`config.mk`:
```
export PLATFORM = sky130hd
export DESIGN_NAME = asc_port
export DESIGN_NICKNAME = d
export VERILOG_FILES = /design/src/pkg/asc_pkg.sv /design/src/rtl/asc_sync.sv /design/src/rtl/asc_port.sv
export SDC_FILE = /design/constraint.sdc
export NUM_CORES = 1
export LEC_CHECK = 0
export BUFFER_PORTS_ARGS = -buffer_cell sky130_fd_sc_hd__buf_2
export CORE_MARGIN = 2
export CORE_UTILIZATION = 53
export CTS_CLUSTER_DIAMETER = 120
export DETAILED_ROUTE_END_ITERATION = 7
export PLACE_DENSITY_LB_ADDON = 0.2
export RECOVER_POWER = 50
export SETUP_SLACK_MARGIN = 0.2
export SLEW_MARGIN = 20
export SYNTH_ARGS = -nofsm -noshare
export SYNTH_HDL_FRONTEND = slang
export SYNTH_SLANG_ARGS = --single-unit
```
`constraint.sdc`:
```
create_clock -name i_ref_clk -period 2.6 [get_ports i_ref_clk]
set_input_delay 0.52 -clock i_ref_clk [delete_from_list [all_inputs] [get_ports i_ref_clk]]
set_output_delay 0.52 -clock i_ref_clk [all_outputs]
set_load 0.01 [all_outputs]
```
`src/pkg/asc_pkg.sv`:
```
// constants and types shared by the serial converter control port
package asc_pkg;
  localparam int REF_CLK_NS        = 4;    // reference clock period, ns
  localparam int SYS_CLK_NS_DEF    = 256;  // internal system clock period, ns
  localparam int CONV_SYS_CLKS_DEF = 22;   // system clocks for one conversion
  localparam int RES_BITS          = 10;   // result width
  localparam int CHAN_COUNT        = 11;   // analog input channels
  localparam int ADDR_BITS         = 4;    // serial channel address width
  localparam int CNT_W             = 4;    // width of the edge counters
  localparam int ADDR_EDGES        = 4;    // rising edges that carry the address
  localparam int SAMPLE_EDGE       = 4;    // falling edge that opens sampling
  localparam int LSB_EDGE          = 9;    // falling edge that shows the lsb
  localparam int LAST_EDGE         = 10;   // falling edge that starts conversion
  localparam int CS_SYS_EDGES      = 2;    // system clock edges to qualify select
  localparam int LINK_PINS         = 3;    // select, shift clock, address

  // conversion controller states
  typedef enum logic {
    ASC_IDLE,
    ASC_CONVERT
  } asc_conv_t;
endpackage : asc_pkg

```
`src/rtl/asc_sync.sv`:
```
// two flip-flop synchroniser for pins from outside the clock domain
`timescale 1ns/1ns
module asc_sync #(
  parameter int                 WIDTH   = 1,
  parameter logic [WIDTH-1:0]   RST_VAL = '0
) (
  input  wire logic             i_ref_clk,
  input  wire logic             i_rst,
  input  wire logic [WIDTH-1:0] i_d,
  output logic      [WIDTH-1:0] o_q
);
  // both stages of the synchroniser
  typedef struct packed {
    logic [WIDTH-1:0] ff1;  // first stage, read only by the second
    logic [WIDTH-1:0] ff2;  // second stage, safe to use
  } asc_sync_t;

  localparam asc_sync_t RST_STATE = '{ff1: RST_VAL, ff2: RST_VAL};

  asc_sync_t s_q;
  asc_sync_t s_d;

  // next state: shift the pins through the two stages
  always_comb begin
    s_d     = s_q;
    s_d.ff1 = i_d;
    s_d.ff2 = s_q.ff1;
  end

  // state register
  always_ff @(posedge i_ref_clk or posedge i_rst) begin
    if (i_rst) begin
      s_q <= RST_STATE;
    end else begin
      s_q <= s_d;
    end
  end

  assign o_q = s_q.ff2;
endmodule : asc_sync

```
`src/rtl/asc_port.sv`:
```
// serial control and readout port of a 10-bit converter with input multiplexer
//
// Behaviour
// - latched address routes one of eleven channels
// - select fall resets counters, enables after two ticks
// - select rise disables inputs after two ticks
// - result output undriven while select is high
// - previous result msb appears on enable
// - each shift clock fall advances one bit
// - tenth fall and later drive output low
// - end flag low from tenth fall until done
// - address captured msb first on four rises
// - sampling runs from fourth to tenth fall
// - tenth fall hands over to internal controller
`timescale 1ns/1ns
module asc_port #(
  parameter int SYS_CLK_NS    = asc_pkg::SYS_CLK_NS_DEF,     // internal clock period, ns
  parameter int CONV_SYS_CLKS = asc_pkg::CONV_SYS_CLKS_DEF   // conversion length, ticks
) (
  input  wire logic        i_ref_clk,       // 250 MHz reference clock
  input  wire logic        i_rst,           // asynchronous reset, active high
  input  wire logic        i_cs_n,          // chip select pin, active low
  input  wire logic        i_io_clk,        // host shift clock pin
  input  wire logic        i_address,       // serial channel address pin
  input  wire logic [asc_pkg::CHAN_COUNT*asc_pkg::RES_BITS-1:0] i_analog_inputs,
  output logic             o_data_out,      // serial result, level
  output logic             o_data_out_oe,   // result pin driven while high
  output logic             o_eoc,           // end of conversion, high when ready
  output logic             o_sampling,      // selected channel being sampled
  output logic [asc_pkg::ADDR_BITS-1:0] o_chan_sel  // multiplexer selection
);
  localparam int RB     = asc_pkg::RES_BITS;
  localparam int CW     = asc_pkg::CNT_W;
  localparam int DIV    = SYS_CLK_NS / asc_pkg::REF_CLK_NS;  // ref clocks per tick
  localparam int DIV_W  = $clog2(DIV);
  localparam int CONV_W = $clog2(CONV_SYS_CLKS + 1);
  localparam int CS_LAT = asc_pkg::CS_SYS_EDGES * DIV + 4;   // select latency bound

  // edge counts at counter width
  localparam logic [CW-1:0]     ADDR_E = CW'(asc_pkg::ADDR_EDGES);
  localparam logic [CW-1:0]     SAMP_E = CW'(asc_pkg::SAMPLE_EDGE);
  localparam logic [CW-1:0]     LSB_E  = CW'(asc_pkg::LSB_EDGE);
  localparam logic [CW-1:0]     LAST_E = CW'(asc_pkg::LAST_EDGE);
  localparam logic [1:0]        CS_E   = 2'(asc_pkg::CS_SYS_EDGES);
  localparam logic [DIV_W-1:0]  DIV_E  = DIV_W'(DIV - 1);
  localparam logic [CONV_W-1:0] CONV_E = CONV_W'(CONV_SYS_CLKS);

  // refuse settings the logic cannot serve
  if (DIV < 2) begin : g_chk_div
    $error("system clock must be at least two reference clocks");
  end
  if (CS_LAT > 1000 || CONV_SYS_CLKS < 1) begin : g_chk_len
    $error("system clock too slow or conversion length zero");
  end

  // whole state of the port
  typedef struct packed {
    logic [DIV_W-1:0]              div;       // system clock divider
    logic                          cs_seen;   // last select level seen
    logic [1:0]                    cs_wait;   // ticks left to qualify select
    logic                          cs_act;    // select qualified, link enabled
    logic                          clk_prev;  // shift clock one cycle ago
    logic [CW-1:0]                 fall_cnt;  // shift clock falls this transfer
    logic [CW-1:0]                 rise_cnt;  // shift clock rises this transfer
    logic [asc_pkg::ADDR_BITS-1:0] addr;      // address shift register
    logic [asc_pkg::ADDR_BITS-1:0] chan;      // latched channel address
    logic [RB-1:0]                 shreg;     // result shift register
    logic [RB-1:0]                 result;    // last finished conversion
    logic [RB-1:0]                 sample;    // held input sample
    logic                          sampling;  // sampling window open
    asc_pkg::asc_conv_t            conv;      // conversion controller state
    logic [CONV_W-1:0]             conv_cnt;  // ticks left in conversion
    logic                          data_out;  // serial output level
    logic                          oe;        // serial output enable
    logic                          eoc;       // end of conversion flag
  } asc_state_t;

  localparam asc_state_t RST_STATE = '{
    div: '0, cs_seen: 1'b1, cs_wait: '0, cs_act: 1'b0, clk_prev: 1'b0,
    fall_cnt: '0, rise_cnt: '0, addr: '0, chan: '0, shreg: '0, result: '0,
    sample: '0, sampling: 1'b0, conv: asc_pkg::ASC_IDLE, conv_cnt: '0,
    data_out: 1'b0, oe: 1'b0, eoc: 1'b1};

  asc_state_t s_q;                                  // registered state
  asc_state_t s_d;                                  // next state
  logic [asc_pkg::LINK_PINS-1:0] pins_s;            // synchronised pins
  logic                          cs_s;              // select level, active low
  logic                          clk_s;             // shift clock level
  logic                          addr_s;            // address level
  logic                          tick;              // internal clock falling edge
  logic                          rise;              // shift clock rising edge
  logic                          fall;              // shift clock falling edge
  logic [CW-1:0]                 fall_next;         // fall count after this edge
  logic [CW-1:0]                 rise_next;         // rise count after this edge
  logic [RB-1:0]                 shift_next;        // result register after a shift
  logic [asc_pkg::ADDR_BITS-1:0] addr_next;         // address after a capture
  logic [RB-1:0]                 mux_val;           // selected channel value
  logic                          res_msb;           // msb of stored result
  logic                          shift_msb;         // bit shown after next fall

  // route a channel to the converter; unused codes give zero
  function automatic logic [RB-1:0] chan_value(
    input logic [asc_pkg::ADDR_BITS-1:0]               ch,
    input logic [asc_pkg::CHAN_COUNT*RB-1:0]           bus
  );
    logic [RB-1:0] v;
    v = '0;
    for (int k = 0; k < asc_pkg::CHAN_COUNT; k++) begin
      if (ch == asc_pkg::ADDR_BITS'(k)) begin
        v = bus[k*RB +: RB];
      end
    end
    return v;
  endfunction : chan_value

  // bring select, shift clock and address into the clock domain
  asc_sync #(
    .WIDTH   (asc_pkg::LINK_PINS),
    .RST_VAL (3'h4)
  ) u_sync (
    .i_ref_clk (i_ref_clk),
    .i_rst     (i_rst),
    .i_d       ({i_cs_n, i_io_clk, i_address}),
    .o_q       (pins_s)
  );

  assign cs_s       = pins_s[2];
  assign clk_s      = pins_s[1];
  assign addr_s     = pins_s[0];
  assign tick       = (s_q.div == DIV_E);
  assign rise       = clk_s & ~s_q.clk_prev;
  assign fall       = ~clk_s & s_q.clk_prev;
  assign fall_next  = s_q.fall_cnt + 1'b1;
  assign rise_next  = s_q.rise_cnt + 1'b1;
  assign shift_next = {s_q.shreg[RB-2:0], 1'b0};
  assign addr_next  = {s_q.addr[asc_pkg::ADDR_BITS-2:0], addr_s};
  assign mux_val    = chan_value(s_q.chan, i_analog_inputs);
  assign res_msb    = s_q.result[RB-1];
  assign shift_msb  = s_q.shreg[RB-2];

  // next state of the whole port
  always_comb begin
    s_d          = s_q;
    s_d.div      = tick ? '0 : s_q.div + 1'b1;
    s_d.clk_prev = clk_s;

    // conversion controller, runs on internal clock ticks
    if (s_q.conv == asc_pkg::ASC_CONVERT && tick) begin
      s_d.conv_cnt = s_q.conv_cnt - 1'b1;
      if (s_d.conv_cnt == '0) begin
        s_d.result = s_q.sample;           // new result ready for readout
        s_d.eoc    = 1'b1;
        s_d.conv   = asc_pkg::ASC_IDLE;
      end
    end

    // select qualification: any change restarts the wait
    if (cs_s != s_q.cs_seen) begin
      s_d.cs_seen = cs_s;
      s_d.cs_wait = CS_E;
    end else if (tick && s_q.cs_wait != '0) begin
      s_d.cs_wait = s_q.cs_wait - 1'b1;
      if (s_d.cs_wait == '0) begin
        s_d.cs_act = ~s_q.cs_seen;
        s_d.oe     = ~s_q.cs_seen;
        if (!s_q.cs_seen) begin
          // fresh transfer: clear counters, show previous msb
          s_d.fall_cnt = '0;
          s_d.rise_cnt = '0;
          s_d.sampling = 1'b0;
          s_d.shreg    = s_q.result;
          s_d.data_out = s_q.result[RB-1];
        end
      end
    end else if (s_q.cs_act && s_q.cs_wait == '0) begin
      // link frozen while a select change waits
      // address capture on the first rising edges only
      if (rise && s_q.rise_cnt != ADDR_E) begin
        s_d.rise_cnt = rise_next;
        s_d.addr     = addr_next;
        if (rise_next == ADDR_E) begin
          s_d.chan = addr_next;
        end
      end
      // result shifting and conversion start on falling edges
      if (fall && s_q.fall_cnt != LAST_E) begin
        s_d.fall_cnt = fall_next;
        s_d.shreg    = shift_next;
        s_d.data_out = (fall_next == LAST_E) ? 1'b0 : shift_next[RB-1];
        if (fall_next == SAMP_E) begin
          s_d.sampling = 1'b1;
        end
        if (fall_next == LAST_E) begin
          s_d.sampling = 1'b0;
          s_d.eoc      = 1'b0;
          s_d.conv     = asc_pkg::ASC_CONVERT;
          s_d.conv_cnt = CONV_E;
        end
      end
    end

    // track the selected channel while the window is open
    if (s_q.sampling) begin
      s_d.sample = mux_val;
    end
  end

  // state register
  always_ff @(posedge i_ref_clk or posedge i_rst) begin
    if (i_rst) begin
      s_q <= RST_STATE;
    end else begin
      s_q <= s_d;
    end
  end

  assign o_data_out    = s_q.data_out;
  assign o_data_out_oe = s_q.oe;
  assign o_eoc         = s_q.eoc;
  assign o_sampling    = s_q.sampling;
  assign o_chan_sel    = s_q.chan;

  // checks on the port behaviour
  AST_MUX_ROUTE: assert property (@(posedge i_ref_clk) disable iff (i_rst)
    s_q.sampling |=> s_q.sample == $past(mux_val))
    else $error("sample does not follow selected channel");
  AST_CS_ENABLE: assert property (@(posedge i_ref_clk) disable iff (i_rst)
    $fell(cs_s) |-> ##[1:CS_LAT] (o_data_out_oe || cs_s))
    else $error("select fall did not enable the port in time");
  AST_CS_CLEAR: assert property (@(posedge i_ref_clk) disable iff (i_rst)
    $rose(o_data_out_oe) |-> s_q.fall_cnt == '0 && s_q.rise_cnt == '0)
    else $error("counters not cleared on enable");
  AST_CS_DISABLE: assert property (@(posedge i_ref_clk) disable iff (i_rst)
    !s_q.cs_act ##1 !s_q.cs_act |-> $stable(s_q.addr) && $stable(s_q.fall_cnt))
    else $error("link inputs acted on while disabled");
  AST_HIZ: assert property (@(posedge i_ref_clk) disable iff (i_rst)
    $rose(cs_s) |-> ##[1:CS_LAT] (!o_data_out_oe || !cs_s))
    else $error("result output still driven after deselect");
  AST_MSB_FIRST: assert property (@(posedge i_ref_clk) disable iff (i_rst)
    $rose(o_data_out_oe) |-> o_data_out == $past(res_msb))
    else $error("first bit is not the previous result msb");
  AST_SHIFT: assert property (@(posedge i_ref_clk) disable iff (i_rst)
    s_q.cs_act && s_q.cs_wait == '0 && fall && s_q.fall_cnt < LSB_E
      |=> o_data_out == $past(shift_msb))
    else $error("falling edge did not advance the result bit");
  AST_ZERO_TAIL: assert property (@(posedge i_ref_clk) disable iff (i_rst)
    s_q.cs_act && s_q.fall_cnt == LAST_E |-> !o_data_out)
    else $error("output not low after the tenth edge");
  AST_EOC_FALL: assert property (@(posedge i_ref_clk) disable iff (i_rst)
    s_q.cs_act && s_q.cs_wait == '0 && fall && s_q.fall_cnt == LSB_E |=> !o_eoc)
    else $error("end flag not lowered at the tenth edge");
  AST_EOC_BUSY: assert property (@(posedge i_ref_clk) disable iff (i_rst)
    o_eoc != (s_q.conv == asc_pkg::ASC_CONVERT))
    else $error("end flag disagrees with conversion state");
  AST_ADDR_HOLD: assert property (@(posedge i_ref_clk) disable iff (i_rst)
    s_q.rise_cnt == ADDR_E && s_d.rise_cnt == ADDR_E |=> $stable(s_q.chan))
    else $error("address changed after its four bits");
  AST_SAMPLE_WIN: assert property (@(posedge i_ref_clk) disable iff (i_rst)
    s_q.sampling |-> s_q.fall_cnt >= SAMP_E && s_q.fall_cnt < LAST_E)
    else $error("sampling outside its window");
  AST_CONV_START: assert property (@(posedge i_ref_clk) disable iff (i_rst)
    $fell(o_eoc) |-> s_q.conv == asc_pkg::ASC_CONVERT && s_q.conv_cnt == CONV_E)
    else $error("conversion not handed to the controller");
endmodule : asc_port

```
==> flow_summary_export.csv <==
group,metric,value,unit
setup_path,cp_slowest_cell,"dfrtp_1",
timing,min_period,2.17,ns
global_routing,grt_antenna_before_repair,0,
final_layout,syn_to_final_growth,19.9,%
pwr,powerDensity,435,nW/µm²
setup_path,worst_r2r_path_depth,5,
global_routing,grt_pass1_vias,3723,
setup_path,crit_fanout,15,
timing,hold_ws,0.270,ns
timing,slew_headroom,-12.8,%
route,firstDrtPassIters,5,
synth,synth_edf_count,0,
outcome,status,"finished with violations",
final_layout,instances_no_fill,658,
min_path,worstHoldStart,"i_cs_n",
synth,synthesis.nets,566,
global_routing,grt_usage,24.6,%
setup_path,crit_cells,5,
pwr,power.total,2.24,mW
outcome,violations,"max-capacitance violations, max-slew violations",
synth,ys_types,64,
timing,slew_viol_final,71,
die,die-width,93.9,µm
synth,synth_seq_cells,70,
cts,clockBufferDepth,2,
timing,finalHoldViolations,0,
cts,cts_buffers,9,
cts,root_buffer,"clkbuf_8",
timing,fin_ws,0.426,ns
min_path,hold_path_end,"u_sync.s_d[2]",
route,drc,0,
min_path,whs_path_depth,1,
final_layout,layout_common_cells,"122 x buf_2, 65 x dfrtp_1, 49 x nand2_1",
flow_run,maxCapViolCount,1,
cts,cts_sinks,70,
setup_path,critPathCaptureType,"flip-flop",
cts,cts.reportedPaths.clkPinSlew,0.08,ns
synth,syn_area_per_cell,9.71,µm²
global_routing,grt_max_degree,71,
setup_path,crit_type,"reg2reg",
global_routing,grt_pass1_wl,17400,µm
setup_path,path_buf_inv,0,
min_path,hold_path_class,"in2reg",
place,finalWeightedCongestion,0.939,
setup_path,startpoint_type,"flip-flop",
setup_path,r2r-start,"o_chan_sel[0]",
route,ant_nets,0,
synth,synth_area_leaders,"dfrtp_1 39%, nand2_1 4.3%, mux2_2 4.2%, mux2i_1 3.5%, o21ai_0 3.5%",
cts,cts_resized,0,
route,vias,3801,
place,io_buffers,122,
place,pre_cts_ws,0.503,ns
final_layout,diodes,0,
synth,yosys.area.top_type,"dfrtp_1",
die,core-area,7770,µm²
timing,setup_viol,0,
route,totalWireLength,10500,µm
setup_path,rrSetupSlack,0.43,ns
route,initialDrtViolationCount,209,
final_layout,drive_gt1_share,32.4,%
setup_path,cp_data_arrival_time,2.41,ns
pwr,p_leak,2.36,nW
place,hpwl,8030,µm
setup_path,cp_top_family,"compound AO/OA/AOI/OAI gates",
timing,period_share,83.6,%
final_layout,layout_commonest_cell,"buf_2",
timing,fmax,460,MHz
timing,tightest_slew,1.69,ns
cts,cts_setup_buffers,0,
synth,synthArstFlopShare,100,%
synth,synth-seq-area-share,41.0,%
cts,cts_htree_levels,3,
timing,fin_skew,0.0111,ns
setup_path,cp_data_required_time,2.83,ns
pwr,max-vdd-ir-drop,0.269,mV
setup_path,cp_cell_sequence,"and2b_1 > a22oi_1 > a211oi_1 > o21ai_1 > a221oi_1",
die,start_util,55.2,%
die,die_area,8820,µm²
synth,synthCells,441,
synth,synthFlopType,"dfrtp_1",
synth,ys_warn_count,0,
die,ios,123,
cts,cts-hold-fix-buffers,0,
global_routing,grt_overflow,0,
die,fp.dieH,93.9,µm
final_layout,finish.net_count,676,
setup_path,r2r-end,"s_q[11]",
die,std_cell_rows,32,
setup_path,slowest_delay,0.64,ns
cts,cts_tree,"built",
timing,rsz0062_at_grt,"false",
route,vias_per_cell,5.78,
synth,syn-cell-area,4280,µm²
route,wire_per_inst,16.0,µm
place,placed_cells,642,
timing,totalNegativeSetupSlack,0,ns
cts,clock_latency,0.34,ns
synth,yosysTopAreaCellShare,38.6,%
-- synth_stat cells, types with 6 or more instances --
cell type   n
xnor2_1     6
clkbuf_1   12
nand2b_1   11
mux2_2     16
buf_4       8
o21ai_0    30
o22ai_1     9
nor2_1     32
inv_1      19
nor2b_1     6
a21oi_1    24
mux2i_1    15
ha_1       10
dfrtp_1    66
a22oi_1    12
xor2_1      7
nand3_1    12
nand2_1    49
buf_2       8
-- kinds of logic after synthesis --
logic type / count (synthesis) / synth area share (%)
and+or+nand+nor: 142 / 16.9
adders and majority gates: 10 / 2.92
xor gates and xnor gates: 14 / 3.04
DFF: 70 / 41.0
AOI/OAI and AO/OA: 115 / 17.6
muxes: 40 / 12.6
buffers and inverters: 50 / 5.87
-- worst max path at each step --
stage / start / endpoint / slack (ns)
2_1_floorplan: i_rst / addr_next[1] / 0.32
3_5_place_dp: s_q[61] / o_sampling / 0.50
3_3_place_gp: s_q[61] / o_sampling / 0.60
5_1_grt: o_chan_sel[0] / s_q[11] / 0.26
6_report: o_chan_sel[0] / s_q[11] / 0.43
4_1_cts: o_chan_sel[0] / s_q[11] / 0.48
-- power breakdown --
part           switching (mW)  internal (mW)  leakage [nW]  total, mW
combinational          0.0703         0.0844          1.37      0.155
sequential            0.00502           1.10         0.884       1.10
clock                   0.413          0.568         0.106      0.981
total                   0.488           1.75          2.36       2.24
-- through the flow --
stage          instance area (µm²)  utilization (%)
2_1_floorplan                 4280                -
3_3_place_gp                  4930             63.5
3_5_place_dp                  4930             63.5
4_1_cts                       5150             66.3
5_1_grt                       5140             66.2
6_report                      5140             66.2
-- worst register-to-register path, stage by stage (launching register included) --
cell	delay (ns)
dfrtp_1	0.64
and2b_1	0.55
a22oi_1	0.16
a211oi_1	0.33
o21ai_1	0.11
a221oi_1	0.28
-- cell type report --
cell class                      instances  area (µm²)
Clock inverter                          5        83.8
Multi-Input combinational cell        321        2280
Tap cell                              102         128
Inverter                               19        71.3
Timing Repair Buffer                  130         681
Clock buffer                           11         141
Fill cell                             677        2630
Sequential cell                        70        1760
-- flip-flops by register name (all words and copies together) (netlist names) --
register and cells:
addr_next 3, o_chan_sel 4, o_data_out 1, o_data_out_oe 1, o_eoc 1, o_sampling 1
res_msb 1, s_q 52, u_sync.o_q 3, u_sync.s_d 3
-- metal layers --
metal	wire, µm	share of wire, %	GRT usage, %
met1	4450	42	30.6
met3	537	5.1	3.13
met2	5290	50	43.8
met5	0	0	0
met4	234	2.2	8.57
No activity file was read; power rests on OpenSTA's default activity.
